[src/hdl/cell_extract_pkg.sv]
// Package with register map, field positions, reset values and carrier types for cell extraction.
package cell_extract_pkg;

    // Register offsets within the low address byte of the processor interface.
    localparam logic [7:0] OFS_INT_STATUS = 8'h0B;
    localparam logic [7:0] OFS_INT_ENABLE = 8'h0F;
    localparam logic [7:0] OFS_MEM_CTRL = 8'h13;
    localparam logic [7:0] OFS_DATA_B3 = 8'h14;
    localparam logic [7:0] OFS_DATA_B2 = 8'h15;
    localparam logic [7:0] OFS_DATA_B1 = 8'h16;
    localparam logic [7:0] OFS_DATA_B0 = 8'h17;

    // Field positions within cell_memory_control.
    localparam int CTRL_INS_SOC = 0;
    localparam int CTRL_INS_ROOM = 1;
    localparam int CTRL_INS_RESET_N = 2;
    localparam int CTRL_EXT_WAITING = 3;
    localparam int CTRL_EXT_RESET_N = 4;

    // Field position of the extraction event in the status and enable registers.
    localparam int INT_EXTRACT_BIT = 5;

    // Reset values of the processor registers and the interrupt enable write mask.
    localparam logic [7:0] CTRL_RESET = 8'h16;
    localparam logic [7:0] INT_ENABLE_RESET = 8'h00;
    localparam logic [7:0] INT_STATUS_RESET = 8'h00;
    localparam logic [7:0] INT_ENABLE_MASK = 8'h3F;

    // Cell geometry: words per cell and bytes per word.
    localparam int CELL_WORDS = 14;
    localparam int WORD_BYTES = 4;
    localparam int CELL_BYTES = 56;

    // One processor access as seen on the pins.
    typedef struct packed {
        logic [7:0] addr;
        logic [7:0] wdata;
        logic rd;
        logic wr;
    } up_req_t;

    // One 32-bit word of a copied cell from the user cell filter.
    typedef struct packed {
        logic first;
        logic [31:0] data;
    } cell_word_t;

endpackage

[src/hdl/cell_word_fifo.sv]
// Word FIFO with registered head data that buffers copied cells.
`timescale 1ns/10ps
`default_nettype none
module cell_word_fifo #(
    parameter int WIDTH = 32,
    parameter int DEPTH = 16
) (
    input wire logic clk,
    input wire logic resetn,
    input wire logic clear,
    input wire logic in_valid,
    output var logic in_ready,
    input wire logic [WIDTH-1:0] in_data,
    output var logic out_valid,
    input wire logic out_ready,
    output var logic [WIDTH-1:0] out_data
);
    localparam int AW = $clog2(DEPTH);

    // Refuse shapes that the pointer arithmetic cannot serve.
    if (DEPTH < 2 || (1 << AW) != DEPTH) begin : g_bad_depth
        $error("cell_word_fifo depth must be a power of two of at least 2");
    end

    logic [WIDTH-1:0] mem_ff [DEPTH];  // Word storage.
    logic [AW-1:0] wr_ptr_ff, nxt_wr_ptr;  // Next slot to fill.
    logic [AW-1:0] rd_ptr_ff, nxt_rd_ptr;  // Slot of the head word.
    logic [AW:0] count_ff, nxt_count;  // Words held.
    logic in_ready_ff, nxt_in_ready;  // Registered space flag.
    logic [WIDTH-1:0] head_ff, nxt_head;  // Registered head word.
    logic push;
    logic pop;

    // Next pointers, count, space flag and head word.
    always_comb begin
        push = in_valid && in_ready_ff && !clear;
        pop = out_ready && (count_ff != '0) && !clear;
        nxt_wr_ptr = push ? wr_ptr_ff + 1'b1 : wr_ptr_ff;
        nxt_rd_ptr = pop ? rd_ptr_ff + 1'b1 : rd_ptr_ff;
        nxt_count = count_ff + {{AW{1'b0}}, push} - {{AW{1'b0}}, pop};
        if (clear) begin
            // A flush drops everything held.
            nxt_wr_ptr = '0;
            nxt_rd_ptr = '0;
            nxt_count = '0;
        end
        // Space is refused during a flush so no word slips in.
        nxt_in_ready = !clear && (nxt_count < (AW + 1)'(DEPTH));
        // The head follows the slot it will point at; bypass a word landing there now.
        if (push && (wr_ptr_ff == nxt_rd_ptr)) begin
            nxt_head = in_data;
        end else begin
            nxt_head = mem_ff[nxt_rd_ptr];
        end
    end

    // Registers of the FIFO; storage has no reset.
    always_ff @(posedge clk) begin
        if (!resetn) begin
            wr_ptr_ff <= '0;
            rd_ptr_ff <= '0;
            count_ff <= '0;
            in_ready_ff <= 1'b0;
            head_ff <= '0;
        end else begin
            wr_ptr_ff <= nxt_wr_ptr;
            rd_ptr_ff <= nxt_rd_ptr;
            count_ff <= nxt_count;
            in_ready_ff <= nxt_in_ready;
            head_ff <= nxt_head;
        end
    end

    // Storage write port.
    always_ff @(posedge clk) begin
        if (push) begin
            mem_ff[wr_ptr_ff] <= in_data;
        end
    end

    assign in_ready = in_ready_ff;
    assign out_valid = (count_ff != '0);
    assign out_data = head_ff;
endmodule
`default_nettype wire

[src/hdl/tx_cell_extraction_buffer.sv]
// Transmit cell extraction buffer with its byte-wide processor registers.
//
// Operation
// - Data register reads return extraction buffer contents.
// - Filter copies matching cells into this buffer.
// - Cells are 56 bytes, read as words.
// - Control bit 4 low flushes the buffer.
// - Control bit 3 shows a waiting cell.
// - Enabled interrupt fires on each loaded cell.
// - Loaded cell sets status bit 5, interrupt low.
// - First cell byte sits in byte-3 register.
//
// Notes
// The processor pins are asynchronous and pass two flip-flops before use,
// so an access is taken one clock after its strobe is first sampled high
// and a read is answered one clock later.
// Writes to the shared data registers belong to the insertion side and are
// ignored here; reads of them always come from the extraction buffer.
// A cell counts as waiting only once all of its words have entered.
// The word counters hold at most fifteen words per cell.
`timescale 1ns/10ps
`default_nettype none
module tx_cell_extraction_buffer
    import cell_extract_pkg::*;
#(
    parameter int DEPTH = 16,
    parameter int WORDS_PER_CELL = CELL_WORDS
) (
    input wire logic clk,
    input wire logic resetn,
    // Processor pins: address, write data, read and write strobes.
    input wire up_req_t up_req,
    output var logic [7:0] up_rdata,
    output var logic up_rd_ack,
    // Copied cell words from the user cell filter.
    input wire cell_word_t cell_in,
    input wire logic cell_in_valid,
    output var logic cell_in_ready,
    // Insertion side controls held in the shared control register.
    output var logic insert_soc,
    output var logic insert_reset_n,
    // Interrupt pin, active low.
    output var logic int_n
);
    // The word counters are four bits wide, which caps the cell length.
    // Refuse a buffer that cannot hold a whole cell.
    if (DEPTH < WORDS_PER_CELL || WORDS_PER_CELL < 1 || WORDS_PER_CELL > 15) begin : g_bad_cfg
        $error("extraction buffer must hold one cell of 1 to 15 words");
    end

    // Position of the final word of a cell; both word counters wrap after it.
    localparam logic [3:0] LAST_WORD = 4'(WORDS_PER_CELL - 1);

    // Two-stage synchroniser for the processor pins plus a third stage for edges.
    // Address and data are held steady around the strobe, so their bits settle together.
    up_req_t req_meta_ff, nxt_req_meta;  // First stage, read only by the second.
    up_req_t req_sync_ff, nxt_req_sync;  // Second stage, safe to use.
    logic rd_dly_ff, nxt_rd_dly;  // Delayed read strobe for edge detection.
    logic wr_dly_ff, nxt_wr_dly;  // Delayed write strobe for edge detection.
    logic rd_pulse;  // One-cycle read access.
    logic wr_pulse;  // One-cycle write access.

    // Processor registers.
    logic [7:0] ctrl_ff, nxt_ctrl;  // cell_memory_control, stored bits.
    logic [7:0] int_en_ff, nxt_int_en;  // Interrupt enable register.
    logic [7:0] int_st_ff, nxt_int_st;  // Interrupt status register.
    logic [7:0] rdata_ff, nxt_rdata;  // Registered read data.
    logic rd_ack_ff, nxt_rd_ack;  // Read answer pulse.
    logic int_n_ff, nxt_int_n;  // Registered interrupt pin.

    // Counters are sized for the fifteen-word limit refused above.
    // Cell accounting.
    logic [3:0] in_idx_ff, nxt_in_idx;  // Word position of the next incoming word.
    logic [3:0] out_idx_ff, nxt_out_idx;  // Word position of the next word read out.
    logic [4:0] cells_ff, nxt_cells;  // Complete cells held.
    logic [31:0] word_ff, nxt_word;  // Word latched by the byte-3 read.

    // FIFO hookup.
    logic flush;  // Active while the extraction reset bit is low.
    logic fifo_in_ready;
    logic fifo_out_valid;
    logic [31:0] fifo_out_data;
    // Strobes of the buffer and of the cell bookkeeping.
    logic push;  // A cell word enters the buffer.
    logic pop;  // The processor takes the head word.
    logic cell_loaded;  // The last word of a cell enters.
    logic cell_drained;  // The last word of a cell leaves.

    // Address decode helper used by the read path only.
    // Byte 0 is the data offset left over once bytes 3 to 1 are ruled out.
    function automatic logic is_data_reg(input logic [7:0] addr);
        is_data_reg = (addr == OFS_DATA_B3) || (addr == OFS_DATA_B2) ||
            (addr == OFS_DATA_B1) || (addr == OFS_DATA_B0);
    endfunction

    // Synchroniser next values.
    // A strobe counts once, on its rising edge as seen after the second stage.
    // The delayed copies reset low, the idle level of the strobes, so no false edge follows reset.
    always_comb begin
        nxt_req_meta = up_req;
        nxt_req_sync = req_meta_ff;
        nxt_rd_dly = req_sync_ff.rd;
        nxt_wr_dly = req_sync_ff.wr;
        rd_pulse = req_sync_ff.rd && !rd_dly_ff;
        wr_pulse = req_sync_ff.wr && !wr_dly_ff;
    end

    // Synchroniser registers.
    // All stages clear on reset, so a strobe held through reset is seen as a new access.
    always_ff @(posedge clk) begin
        if (!resetn) begin
            req_meta_ff <= '0;
            req_sync_ff <= '0;
            rd_dly_ff <= 1'b0;
            wr_dly_ff <= 1'b0;
        end else begin
            req_meta_ff <= nxt_req_meta;
            req_sync_ff <= nxt_req_sync;
            rd_dly_ff <= nxt_rd_dly;
            wr_dly_ff <= nxt_wr_dly;
        end
    end

    // Buffer flush follows the active-low reset bit in the control register.
    // From the clock after the bit goes low the buffer is held empty and the filter sees no space.
    // Flushing leaves the sticky status bit alone, so a pending event is not lost.
    assign flush = !ctrl_ff[CTRL_EXT_RESET_N];

    // Copied cells enter the buffer with back-pressure toward the filter.
    // Sixteen words hold one whole cell with some slack, so the filter can start
    // the next cell while the processor is still reading the previous one.
    cell_word_fifo #(
        .WIDTH(32),
        .DEPTH(DEPTH)
    ) u_fifo (
        .clk(clk),
        .resetn(resetn),
        .clear(flush),
        .in_valid(cell_in_valid),
        .in_ready(fifo_in_ready),
        .in_data(cell_in.data),
        .out_valid(fifo_out_valid),
        .out_ready(pop),
        .out_data(fifo_out_data)
    );

    // Cell accounting next values.
    always_comb begin
        // The filter sees ready from the FIFO; a word offered in the first flush cycle sees it
        // still high and is dropped, while later ones wait, since the FIFO refuses them as well.
        push = cell_in_valid && fifo_in_ready && !flush;
        // A byte-3 read takes one word from the extraction side only.
        // The other three bytes replay the latched word, so reading them twice
        // does no harm.
        pop = rd_pulse && (req_sync_ff.addr == OFS_DATA_B3) && fifo_out_valid;
        nxt_in_idx = in_idx_ff;
        nxt_out_idx = out_idx_ff;
        cell_loaded = 1'b0;
        cell_drained = 1'b0;
        // Write-side positions count the words of the cell now entering.
        if (push) begin
            // A first-word mark realigns the word count to a cell boundary.
            if (cell_in.first) begin
                nxt_in_idx = 4'h1;
            end else if (in_idx_ff == LAST_WORD) begin
                nxt_in_idx = 4'h0;
            end else begin
                nxt_in_idx = in_idx_ff + 4'h1;
            end
            // The fourteenth word completes a 56-byte cell.
            cell_loaded = cell_in.first ? (LAST_WORD == 4'h0) : (in_idx_ff == LAST_WORD);
        end
        // Read-side positions follow the processor's byte-3 reads.
        if (pop) begin
            // Fourteen word reads drain one cell.
            if (out_idx_ff == LAST_WORD) begin
                nxt_out_idx = 4'h0;
                cell_drained = 1'b1;
            end else begin
                nxt_out_idx = out_idx_ff + 4'h1;
            end
        end
        // A drained cell counts down only when one is held, so the count never wraps.
        nxt_cells = cells_ff + {4'h0, cell_loaded} - {4'h0, cell_drained && (cells_ff != 5'h00)};
        // The word read by byte 3 is held for the byte-2, byte-1 and byte-0 reads.
        nxt_word = pop ? fifo_out_data : word_ff;
        // A flush restarts both word counters at a cell boundary.
        if (flush) begin
            nxt_in_idx = 4'h0;
            nxt_out_idx = 4'h0;
            nxt_cells = 5'h00;
            nxt_word = 32'h0000_0000;
        end
    end

    // Cell accounting registers.
    // They share the flush with the FIFO, so both sides agree on empty.
    always_ff @(posedge clk) begin
        if (!resetn) begin
            in_idx_ff <= 4'h0;
            out_idx_ff <= 4'h0;
            cells_ff <= 5'h00;
            word_ff <= 32'h0000_0000;
        end else begin
            in_idx_ff <= nxt_in_idx;
            out_idx_ff <= nxt_out_idx;
            cells_ff <= nxt_cells;
            word_ff <= nxt_word;
        end
    end

    // Register writes, read data, status and interrupt next values.
    always_comb begin
        nxt_ctrl = ctrl_ff;
        nxt_int_en = int_en_ff;
        nxt_int_st = int_st_ff;
        nxt_rdata = rdata_ff;
        nxt_rd_ack = rd_pulse;
        // Writes: control and enable are stored, data writes belong to insertion.
        if (wr_pulse) begin
            if (req_sync_ff.addr == OFS_MEM_CTRL) begin
                nxt_ctrl[CTRL_EXT_RESET_N] = req_sync_ff.wdata[CTRL_EXT_RESET_N];
                nxt_ctrl[CTRL_INS_RESET_N] = req_sync_ff.wdata[CTRL_INS_RESET_N];
                nxt_ctrl[CTRL_INS_ROOM] = req_sync_ff.wdata[CTRL_INS_ROOM];
                nxt_ctrl[CTRL_INS_SOC] = req_sync_ff.wdata[CTRL_INS_SOC];
            end else if (req_sync_ff.addr == OFS_INT_ENABLE) begin
                nxt_int_en = req_sync_ff.wdata & INT_ENABLE_MASK;
            end
            // Other offsets, the data bytes and the status register among them, ignore writes.
        end
        // Reads: the status register clears when read.
        // The answer is registered one clock after the pulse, together with its data.
        if (rd_pulse) begin
            if (req_sync_ff.addr == OFS_MEM_CTRL) begin
                nxt_rdata = ctrl_ff;
                // The waiting bit reports a complete cell in the buffer.
                nxt_rdata[CTRL_EXT_WAITING] = (cells_ff != 5'h00);
                // The unused top bits read as zero whatever was written.
                nxt_rdata[7:5] = 3'h0;
            end else if (req_sync_ff.addr == OFS_INT_ENABLE) begin
                nxt_rdata = int_en_ff;
            end else if (req_sync_ff.addr == OFS_INT_STATUS) begin
                nxt_rdata = int_st_ff;
                nxt_int_st = INT_STATUS_RESET;
            end else if (req_sync_ff.addr == OFS_DATA_B3) begin
                // An empty buffer answers zero and takes nothing.
                nxt_rdata = fifo_out_valid ? fifo_out_data[31:24] : 8'h00;
            end else if (req_sync_ff.addr == OFS_DATA_B2) begin
                nxt_rdata = word_ff[23:16];
            end else if (req_sync_ff.addr == OFS_DATA_B1) begin
                nxt_rdata = word_ff[15:8];
            end else if (is_data_reg(req_sync_ff.addr)) begin
                nxt_rdata = word_ff[7:0];
            end else begin
                // Unmapped offsets read as zero.
                nxt_rdata = 8'h00;
            end
        end
        // A loaded cell sets the sticky status bit; the set wins over a read-clear.
        if (cell_loaded && !flush) begin
            nxt_int_st[INT_EXTRACT_BIT] = 1'b1;
        end
        // The interrupt pin is low while an enabled status bit is set.
        // Both next values feed the pin, so it follows a write of the enable at once.
        nxt_int_n = !(|(nxt_int_st & nxt_int_en));
    end

    // Processor register bank.
    // The interrupt pin resets high, so no request is seen while the block wakes.
    always_ff @(posedge clk) begin
        if (!resetn) begin
            ctrl_ff <= CTRL_RESET;
            int_en_ff <= INT_ENABLE_RESET;
            int_st_ff <= INT_STATUS_RESET;
            rdata_ff <= 8'h00;
            rd_ack_ff <= 1'b0;
            int_n_ff <= 1'b1;
        end else begin
            ctrl_ff <= nxt_ctrl;
            int_en_ff <= nxt_int_en;
            int_st_ff <= nxt_int_st;
            rdata_ff <= nxt_rdata;
            rd_ack_ff <= nxt_rd_ack;
            int_n_ff <= nxt_int_n;
        end
    end

    // Outputs come straight from flip-flops.
    // The ready flag is the FIFO's own register, so it too leaves a flip-flop.
    assign up_rdata = rdata_ff;
    assign up_rd_ack = rd_ack_ff;
    assign cell_in_ready = fifo_in_ready;
    assign insert_soc = ctrl_ff[CTRL_INS_SOC];
    assign insert_reset_n = ctrl_ff[CTRL_INS_RESET_N];
    assign int_n = int_n_ff;
endmodule
`default_nettype wire

[config.mk]
export PLATFORM = sky130hd
export DESIGN_NAME = tx_cell_extraction_buffer
export DESIGN_NICKNAME = d
export VERILOG_FILES = /design/src/hdl/cell_extract_pkg.sv /design/src/hdl/cell_word_fifo.sv /design/src/hdl/tx_cell_extraction_buffer.sv
export SDC_FILE = /design/constraint.sdc
export NUM_CORES = 1
export LEC_CHECK = 0
export BUFFER_PORTS_ARGS = -buffer_cell sky130_fd_sc_hd__buf_2
export CORE_ASPECT_RATIO = 1.2
export CORE_MARGIN = 1.5
export CORE_UTILIZATION = 45
export DETAILED_ROUTE_END_ITERATION = 6
export GPL_ROUTABILITY_DRIVEN = 1
export PLACE_DENSITY = 0.58
export SLEW_MARGIN = 30
export SYNTH_ARGS = -nofsm -noshare
export SYNTH_HDL_FRONTEND = slang
export SYNTH_SLANG_ARGS = --single-unit
[constraint.sdc]
create_clock -name clk -period 5.2 [get_ports clk]
set_input_delay 0.78 -clock clk [delete_from_list [all_inputs] [get_ports clk]]
set_output_delay 0.78 -clock clk [all_outputs]
set_load 0.01 [all_outputs]
==> run summary, run 1 <==
Hold-fix buffers, CTS: 0
clock root buffer: clkbuf_16
Place WS: 1.15 ns
gpl congestion: 0.777
Final Hold Vio Count: 0
vias in the first global route: 14,300
non-filler cells, final: 2,468
setup tns final: 0 ns
register area share after synthesis: 72.6%
Synth area leaders: edfxtp_1 (61%), dfxtp_1 (12%), mux2i_1 (5.7%), mux2_2 (4.6%), a22oi_1 (1.9%)
share of cells above drive strength 1: 19.3%
setup violators final: 0
r2r worst-path depth: 9
Detail Route Antenna Nets: 0
pin count of the biggest net entering global routing: 72
Setup crit end kind: flip-flop
P_leak: 9.16 nW
Multi-input gate area: 0.00659 mm2
initial antenna violation count: 3
Syn Area/Cell: 15.6 um2
worst slew pin tran: 0.939 ns
WP data required: 5.71 ns
synth warn: 0
Die Ht: 262 um
Worst Hold Class: in -> reg
P&R area growth vs syn: 14.3%
worst-skew pair later-pin latency: 0.61 ns
Worst setup SP type: flip-flop
worst r2r dst: u_fifo.out_data[19]
RSZ-0062 raised after global routing: false
number of H-tree levels: 3
first-pass GRT wire length: 88,700 um
CP Max Fanout: 24
dpl hpwl: 33,000 um
CTS max path bufs: 3
residual DRC count: 0
status: finished, final reports clean
final setup margin: 1.13 ns
Core ar.: 0.0552 mm2
Die ar.: 0.0575 mm2
clock slew at reported path FFs: 0.06 ns
Max Cap Violations: 0
Iter 0 DRT Violations: 1,156
Wirelength per Cell: 24.2 um
Slew headroom: 37.3%
Layout Skew: 0.0177 ns
GR Overflow Total: 0
Power Density: 389 mW/mm2
CTS Buf Count: 68
Post-synth EDFFs: 512
Nets: 1,765
Cells after Synth: 1,612
clock sinks: 659
worst reg-to-reg setup slack: 1.13 ns
arrival time at the worst endpoint: 4.58 ns
Post-synth ARST share: 0%
area share of the largest cell type after synthesis: 61.0%
CTS tree: done
worst setup path start: req_sync_ff[11]
drt first pass iters: 6
fmax: 0.246 GHz
Rows: 94
Post-CTS Setup Repair Bufs: 0
count leader, synth: edfxtp_1
Routed WL: 59,700 um
gr usage total: 20.9%
synthesized cell area: 0.0252 mm2
DP Cell Count: 2,342
type of the worst setup path: reg -> reg
post-CTS sizing: 0
IO Port Bufs: 64
Netlist cell types: 55
final period utilization: 78.3%
Commonest cells post-synth: edfxtp_1 (512), dfxtp_1 (147), mux2i_1 (143)
Slew Limit Fails: 0
Top Ports: 67
Die Wd: 219 um
critical path endpoint: u_fifo.out_data[19]
post-synthesis register bit count: 659
Peak VDD IR: 312 uV
Synth area leader: edfxtp_1
post-layout min period: 4.07 ns
RR Startpoint: req_sync_ff[11]
Initial Util: 45.7%
vias per cell: 5.72
Synth Net Count: 1,685
Top FF cell, synth: edfxtp_1
layout filler cell count: 4,484
FF/Latch Area: 0.0183 mm2
vias after detailed routing: 14,100
-- worst min-delay path by stage --
| stage | startpoint | endpoint | slack, ns | cells past startpoint |
|---|---|---|---|---|
| floorplan | nxt_req_sync[1] | nxt_rd_dly | 0.41 | 1 |
| global placement | nxt_req_sync[16] | req_sync_ff[16] | 0.42 | 1 |
| detailed placement | nxt_req_sync[2] | req_sync_ff[2] | 0.43 | 1 |
| CTS | up_req[3] | nxt_req_sync[3] | 0.36 | 2 |
| global route | up_req[3] | nxt_req_sync[3] | 0.37 | 2 |
| finish | up_req[11] | nxt_req_sync[11] | 0.38 | 2 |
-- cell type report --
type                    instances  area share [%]
well taps                     720            3.13
diodes                          1         0.00868
clock buffers                 102            6.88
flip-flops and latches        659            63.5
clock inverters                23           0.755
multi-input cells             832            22.9
repair buffers                105            2.48
inverters                      26           0.339
-- sequential cells by signal, indices dropped and copies added, names as in the netlist, 4 cells and up --
signal	cells
up_rdata	8
u_fifo.out_data	32
int_en_ff	8
nxt_req_sync	16
u_fifo.rd_ptr_ff	4
in_idx_ff	4
u_fifo.mem_ff	512
u_fifo.wr_ptr_ff	4
word_ff	24
u_fifo.count_ff	5
out_idx_ff	4
req_sync_ff	14
int_st_ff	8
ctrl_ff	4
cells_ff	5
-- cells by family (layout without fill, tap and decap cells) --
| kind of cell | count (synthesis) | after routing | share of synthesized area (%) |
|---|---|---|---|
| other | 0 | 1 | 0 |
| multiplexers | 247 | 247 | 10.3 |
| XOR/XNOR | 17 | 17 | 0.590 |
| buffers and inverters | 121 | 256 | 1.95 |
| flip-flops | 659 | 659 | 72.6 |
| adder cells (fa/ha/maj) | 19 | 19 | 1.00 |
| AND/OR/NAND/NOR | 227 | 227 | 4.50 |
| AO/OA/AOI/OAI | 322 | 322 | 9.00 |
-- layer usage --
metal,global-route usage (%),vias up,part of all wire (%)
li1,-,6466,-
met1,27.9,7171,43
met2,34.9,405,50
met3,3.39,78,5.1
met4,6.59,2,2.1
met5,0,-,0.022
-- critical path, cell delays in order, from the launching register on --
cell	delay (ns)
dfxtp_1	0.50
or4b_4	0.59
or2_4	0.27
or4_1	0.71
and3_1	0.27
o21ai_1	0.26
nor3_1	0.07
or3_1	0.57
buf_4	0.38
o31ai_1	0.31
-- report_power, final --
part           total [mW]  internal [mW]  leakage (nW)  switching [mW]
sequential           5.90           5.82          5.81          0.0839
combinational       0.518          0.183          2.28           0.335
clock                4.79           2.80          1.07            1.99
-- metrics by stage --
step / cell area [um2] / hold WS, ns / total power [mW] / util [%]
floorplan: 25200 / 0.412 / 6.27 / -
global placement: 26600 / 0.420 / 6.52 / 48.2
detailed placement: 26600 / 0.426 / 6.53 / 48.2
CTS: 28800 / 0.356 / 11.3 / 52.2
global route: 28800 / 0.367 / 11.6 / 52.3
finish: 28800 / 0.376 / 11.2 / 52.3
-- layout by cell type, fill, tap and decap left out, drive strengths merged, types with 3 or more instances in the layout --
cell      n
a222oi    8
a221o    32
o22ai    35
edfxtp  512
clkinv   17
nor3b     5
nor4b     3
inv      27
a21oi    77
mux2    104
xnor2    10
nand3     7
buf     105
and3     12
nor2     51
mux2i   143
dfxtp   147
o31ai    33
or3       5
a32oi    32
a22oi    65
xor2      7
and2     36
ha       17
nand2b    5
nor3      7
nor2b     5
o21ai    27
nor4      3
clkbuf  102
nand2    75
bufinv    3
nand4b    3
o221ai    3
No activity file was read; power rests on OpenSTA's default activity.
==> run 2: changes to the inputs <==
Clock period 5.2 ns to 3.95 ns, I/O delays scaled along.
==> run summary, run 2 (same netlist as run 1, synthesis figures left out) <==
gpl congestion: 0.777 (about the same)
Max Cap Violations: 0 (unchanged)
initial antenna violation count: 3 (unchanged)
Peak VDD IR: 418 uV (was 312 uV)
clock sinks: 659 (unchanged)
Initial Util: 45.7% (unchanged)
IO Port Bufs: 64 (unchanged)
crit path buf inv count: 1 (unchanged)
post-CTS sizing: 0 (unchanged)
Rows: 94 (unchanged)
worst reg-to-reg setup slack: 0.37 ns (was 1.13 ns)
post-layout min period: 3.58 ns (was 4.07 ns)
final period utilization: 90.5% (was 78.3%)
Core ar.: 0.0552 mm2 (unchanged)
vias in the first global route: 14,500 (was 14,300)
worst-skew pair later-pin latency: 0.60 ns (was 0.61 ns)
Hold-fix buffers, CTS: 0 (unchanged)
Worst setup SP type: flip-flop (unchanged)
RR Startpoint: req_sync_ff[15] (was req_sync_ff[11])
Die Ht: 262 um (unchanged)
GR Overflow Total: 0 (unchanged)
clock root buffer: clkbuf_16 (unchanged)
Iter 0 DRT Violations: 1,178 (was 1,156)
final setup margin: 0.374 ns (was 1.13 ns)
worst hold path depth: 2 (unchanged)
setup violators final: 0 (unchanged)
clock slew at reported path FFs: 0.06 ns (about the same)
P_leak: 9.27 nW (was 9.16 nW)
Worst Hold Class: in -> reg (unchanged)
layout filler cell count: 4,466 (was 4,484)
Cell Chain, Critical Path: nor3_1 -> nand3_1 -> or4_1 -> and3_1 -> o21ai_1 -> o31a_2 -> buf_4 -> a32oi_1 -> o31ai_1 (was or4b_4 -> or2_4 -> or4_1 -> and3_1 -> o21ai_1 -> nor3_1 -> or3_1 -> buf_4 -> o31ai_1)
vias per cell: 5.67 (was 5.72)
setup tns final: 0 ns (unchanged)
Slew headroom: 41.8% (was 37.3%)
gr usage total: 21.1% (was 20.9%)
worst slew pin tran: 0.871 ns (was 0.939 ns)
residual DRC count: 0 (unchanged)
type of the worst setup path: reg -> reg (unchanged)
Routed WL: 59,900 um (was 59,700 um)
Power Density: 508 mW/mm2 (was 389 mW/mm2)
FF/Latch Area: 0.0183 mm2 (unchanged)
number of flip-flops in the largest register: 512 (unchanged)
P&R area growth vs syn: 15.3% (was 14.3%)
hold_sp: up_req[0] (was up_req[11])
slowest CP cell: or4_1 (unchanged)
fmax: 0.280 GHz (was 0.246 GHz)
Die ar.: 0.0575 mm2 (unchanged)
most common cell after layout, fill and taps aside: edfxtp_1 (unchanged)
Wirelength per Cell: 24.1 um (was 24.2 um)
Top Ports: 67 (unchanged)
dpl hpwl: 33,800 um (was 33,000 um)
Place WS: 0.383 ns (was 1.15 ns)
Crit path max-delay family: simple AND/OR/NAND/NOR gates (unchanged)
share of cells above drive strength 1: 20.3% (was 19.3%)
CP Max Fanout: 20 (was 24)
Final Hold Vio Count: 0 (unchanged)
CTS max path bufs: 3 (unchanged)
arrival time at the worst endpoint: 4.09 ns (was 4.58 ns)
Die Wd: 219 um (unchanged)
CTS tree: done (unchanged)
Detail Route Antenna Nets: 0 (unchanged)
r2r worst-path depth: 9 (unchanged)
Setup crit end kind: flip-flop (unchanged)
WP data required: 4.46 ns (was 5.71 ns)
status: finished, final reports clean (unchanged)
Nets: 1,781 (was 1,765)
first-pass GRT wire length: 89,900 um (was 88,700 um)
number of H-tree levels: 3 (unchanged)
Crit path largest cell delay: 0.75 ns (was 0.71 ns)
Slew Limit Fails: 0 (unchanged)
pin count of the biggest net entering global routing: 91 (was 72)
Post-CTS Setup Repair Bufs: 0 (unchanged)
vias after detailed routing: 14,100 (about the same)
Layout Skew: 0.0178 ns (was 0.0177 ns)
RSZ-0062 raised after global routing: false (unchanged)
most frequent cells in the layout: edfxtp_1 (512), dfxtp_1 (147), mux2i_1 (142), mux2_2 (104), a21oi_1 (75) (unchanged)
worst r2r dst: u_fifo.out_data[20] (was u_fifo.out_data[19])
Multi-input gate area: 0.00660 mm2 (was 0.00659 mm2)
CTS Buf Count: 67 (was 68)
drt first pass iters: 5 (was 6)
Biggest register: u_fifo.mem_ff (unchanged)
worst hold path endpoint: nxt_req_sync[0] (was nxt_req_sync[11])
run 2: power breakdown:
part | internal (mW) | leakage, nW | switching [mW]
Clock | 3.76 | 1.09 | 2.56
Combinational | 0.253 | 2.37 | 0.444
Sequential | 7.66 | 5.81 | 0.111
Total | 11.7 | 9.27 | 3.11
run 2: final cells by class:
type | count | area share, %
Tap cell | 720 | 3.10
Sequential cell | 659 | 63.0
Multi-Input combinational cell | 832 | 22.7
Clock buffer | 94 | 6.68
Clock inverter | 27 | 0.899
Timing Repair Buffer | 122 | 3.29
Inverter | 26 | 0.336
Antenna cell | 1 | 0.00861
run 2: metal layers:
| layer | track usage (%) | part of all wire (%) |
|---|---|---|
| met1 | 27.7 | 43 |
| met2 | 35.0 | 49 |
| met3 | 3.82 | 5.5 |
| met4 | 7.77 | 2.6 |
| met5 | 0 | 0.022 |
run 2: how the worst max path moves through the flow:
stage,startpoint,endpoint,slack [ns],depth (start not counted)
final,req_sync_ff[15],u_fifo.out_data[20],0.37,9
after global placement,req_sync_ff[15],u_fifo.out_data[20],0.42,9
after detailed placement,req_sync_ff[15],u_fifo.out_data[20],0.38,9
after floorplan,ctrl_ff[4],u_fifo.mem_ff[3][0],0.22,5
after global routing,req_sync_ff[15],u_fifo.out_data[12],0.15,11
after CTS,req_sync_ff[15],u_fifo.out_data[20],0.36,9
run 2: through the flow:
step | util, % | area [um2] | instances | hold slack [ns] | power (mW)
floorplan | - | 25200 | 1612 | 0.412 | 8.25
global placement | 48.7 | 26900 | 2359 | 0.422 | 8.60
detailed placement | 48.7 | 26900 | 2359 | 0.422 | 8.62
CTS | 52.7 | 29100 | 2480 | 0.168 | 14.9
global route | 52.7 | 29100 | 2481 | 0.177 | 15.3
finish | 52.7 | 29100 | 2481 | 0.200 | 14.8
==> run 3: changes to the inputs <==
Settings changed: RECOVER_POWER from default to 25, SKIP_LAST_GASP from default to 1.
==> run summary, run 3 (same netlist as run 1, synthesis figures left out) <==
post-layout min period: 3.56 ns (was 3.58 ns)
r2r worst-path depth: 9 (unchanged)
hold_sp: up_req[0] (unchanged)
hold_ws: 0.200 ns (about the same)
slowest CP cell: or4_1 (unchanged)
final period utilization: 90.2% (was 90.5%)
pin count of the biggest net entering global routing: 91 (unchanged)
Die Wd: 219 um (unchanged)
residual DRC count: 0 (unchanged)
Worst Hold Class: in -> reg (unchanged)
Iter 0 DRT Violations: 1,146 (was 1,178)
P&R area growth vs syn: 15.2% (was 15.3%)
Crit path max-delay family: simple AND/OR/NAND/NOR gates (unchanged)
clock slew at reported path FFs: 0.06 ns (about the same)
type of the worst setup path: reg -> reg (unchanged)
CTS Buf Count: 67 (unchanged)
worst hold path depth: 2 (unchanged)
WP data required: 4.46 ns (about the same)
setup tns final: 0 ns (unchanged)
most common cell after layout, fill and taps aside: edfxtp_1 (unchanged)
Die Ht: 262 um (unchanged)
Slew Limit Fails: 0 (unchanged)
Initial Util: 45.7% (unchanged)
Slew headroom: 42.5% (was 41.8%)
CTS tree: done (unchanged)
vias per cell: 5.66 (was 5.67)
clock sinks: 659 (unchanged)
final core occ: 52.7% (about the same)
gpl congestion: 0.777 (unchanged)
IO Port Bufs: 64 (unchanged)
Worst setup SP type: flip-flop (unchanged)
Biggest register: u_fifo.mem_ff (unchanged)
RR Startpoint: req_sync_ff[15] (unchanged)
Routed WL: 59,800 um (was 59,900 um)
Rows: 94 (unchanged)
gr usage total: 21.1% (unchanged)
Cell Chain, Critical Path: nor3_1 -> nand3_1 -> or4_1 -> and3_1 -> o21ai_1 -> o31a_2 -> buf_4 -> a32oi_1 -> o31ai_1 (unchanged)
worst r2r dst: u_fifo.out_data[20] (unchanged)
CP Max Fanout: 20 (unchanged)
Layout Skew: 0.0194 ns (was 0.0178 ns)
Final Hold Vio Count: 0 (unchanged)
Setup crit end kind: flip-flop (unchanged)
worst slew pin tran: 0.861 ns (was 0.871 ns)
Crit path largest cell delay: 0.75 ns (about the same)
Power Density: 509 mW/mm2 (was 508 mW/mm2)
DP Cell Count: 2,359 (unchanged)
non-filler cells, final: 2,481 (unchanged)
worst hold path endpoint: nxt_req_sync[0] (unchanged)
vias after detailed routing: 14,100 (about the same)
P_leak: 9.21 nW (was 9.27 nW)
Wirelength per Cell: 24.1 um (about the same)
Top Ports: 67 (unchanged)
number of H-tree levels: 3 (unchanged)
first-pass GRT wire length: 89,900 um (unchanged)
most frequent cells in the layout: edfxtp_1 (512), dfxtp_1 (147), mux2i_1 (142), mux2_2 (104), a21oi_1 (75) (unchanged)
fmax: 0.281 GHz (was 0.280 GHz)
CTS max path bufs: 3 (unchanged)
Nets: 1,781 (unchanged)
Max Cap Violations: 0 (unchanged)
Peak VDD IR: 420 uV (was 418 uV)
vias in the first global route: 14,500 (unchanged)
Core ar.: 0.0552 mm2 (unchanged)
number of flip-flops in the largest register: 512 (unchanged)
drt first pass iters: 5 (unchanged)
status: finished, final reports clean (unchanged)
worst-skew pair later-pin latency: 0.60 ns (about the same)
setup violators final: 0 (unchanged)
Post-CTS Setup Repair Bufs: 0 (unchanged)
crit path buf inv count: 1 (unchanged)
worst reg-to-reg setup slack: 0.39 ns (was 0.37 ns)
dpl hpwl: 33,800 um (unchanged)
clock root buffer: clkbuf_16 (unchanged)
post-CTS sizing: 0 (unchanged)
GR Overflow Total: 0 (unchanged)
Die ar.: 0.0575 mm2 (unchanged)
share of cells above drive strength 1: 19.1% (was 20.3%)
RSZ-0062 raised after global routing: false (unchanged)
Hold-fix buffers, CTS: 0 (unchanged)
initial antenna violation count: 2 (was 3)
arrival time at the worst endpoint: 4.07 ns (was 4.09 ns)
Detail Route Antenna Nets: 0 (unchanged)
-- run 3: layer usage --
metal	GRT usage (%)	vias to the layer above	routed length, um
li1	-	6485	-
met1	27.7	7125	25400
met2	35.0	356	29600
met3	3.82	85	3250
met4	7.77	2	1570
met5	0	-	13
-- run 3: per-stage QoR --
stage	cell area [um2]	total power [mW]	worst slack (ns)
after floorplan	25200	8.25	0.217
after global placement	26900	8.60	0.416
after detailed placement	26900	8.62	0.383
after CTS	29100	14.9	0.358
after global routing	29100	15.3	0.152
final	29100	14.8	0.388
-- run 3: how the worst max path moves through the flow --
stage	start	end	slack, ns	cells after the start
floorplan	ctrl_ff[4]	u_fifo.mem_ff[3][0]	0.22	5
finish	req_sync_ff[15]	u_fifo.out_data[20]	0.39	9
global route	req_sync_ff[15]	u_fifo.out_data[12]	0.15	11
global placement	req_sync_ff[15]	u_fifo.out_data[20]	0.42	9
detailed placement	req_sync_ff[15]	u_fifo.out_data[20]	0.38	9
CTS	req_sync_ff[15]	u_fifo.out_data[20]	0.36	9
-- run 3: layout make-up --
cell class                      count  area [um2]
Fill cell                        4478       26100
Timing Repair Buffer              122         930
Tap cell                          720         901
Clock inverter                     27         262
Antenna cell                        1        2.50
Clock buffer                       94        1940
Sequential cell                   659       18300
Multi-Input combinational cell    832        6600
Inverter                           26        97.6
-- run 3: power by group --
| part | leakage [nW] | switching [mW] | internal [mW] | total, mW |
|---|---|---|---|---|
| combinational | 2.31 | 0.445 | 0.249 | 0.694 |
| clock | 1.09 | 2.56 | 3.76 | 6.32 |
| sequential | 5.81 | 0.111 | 7.66 | 7.77 |
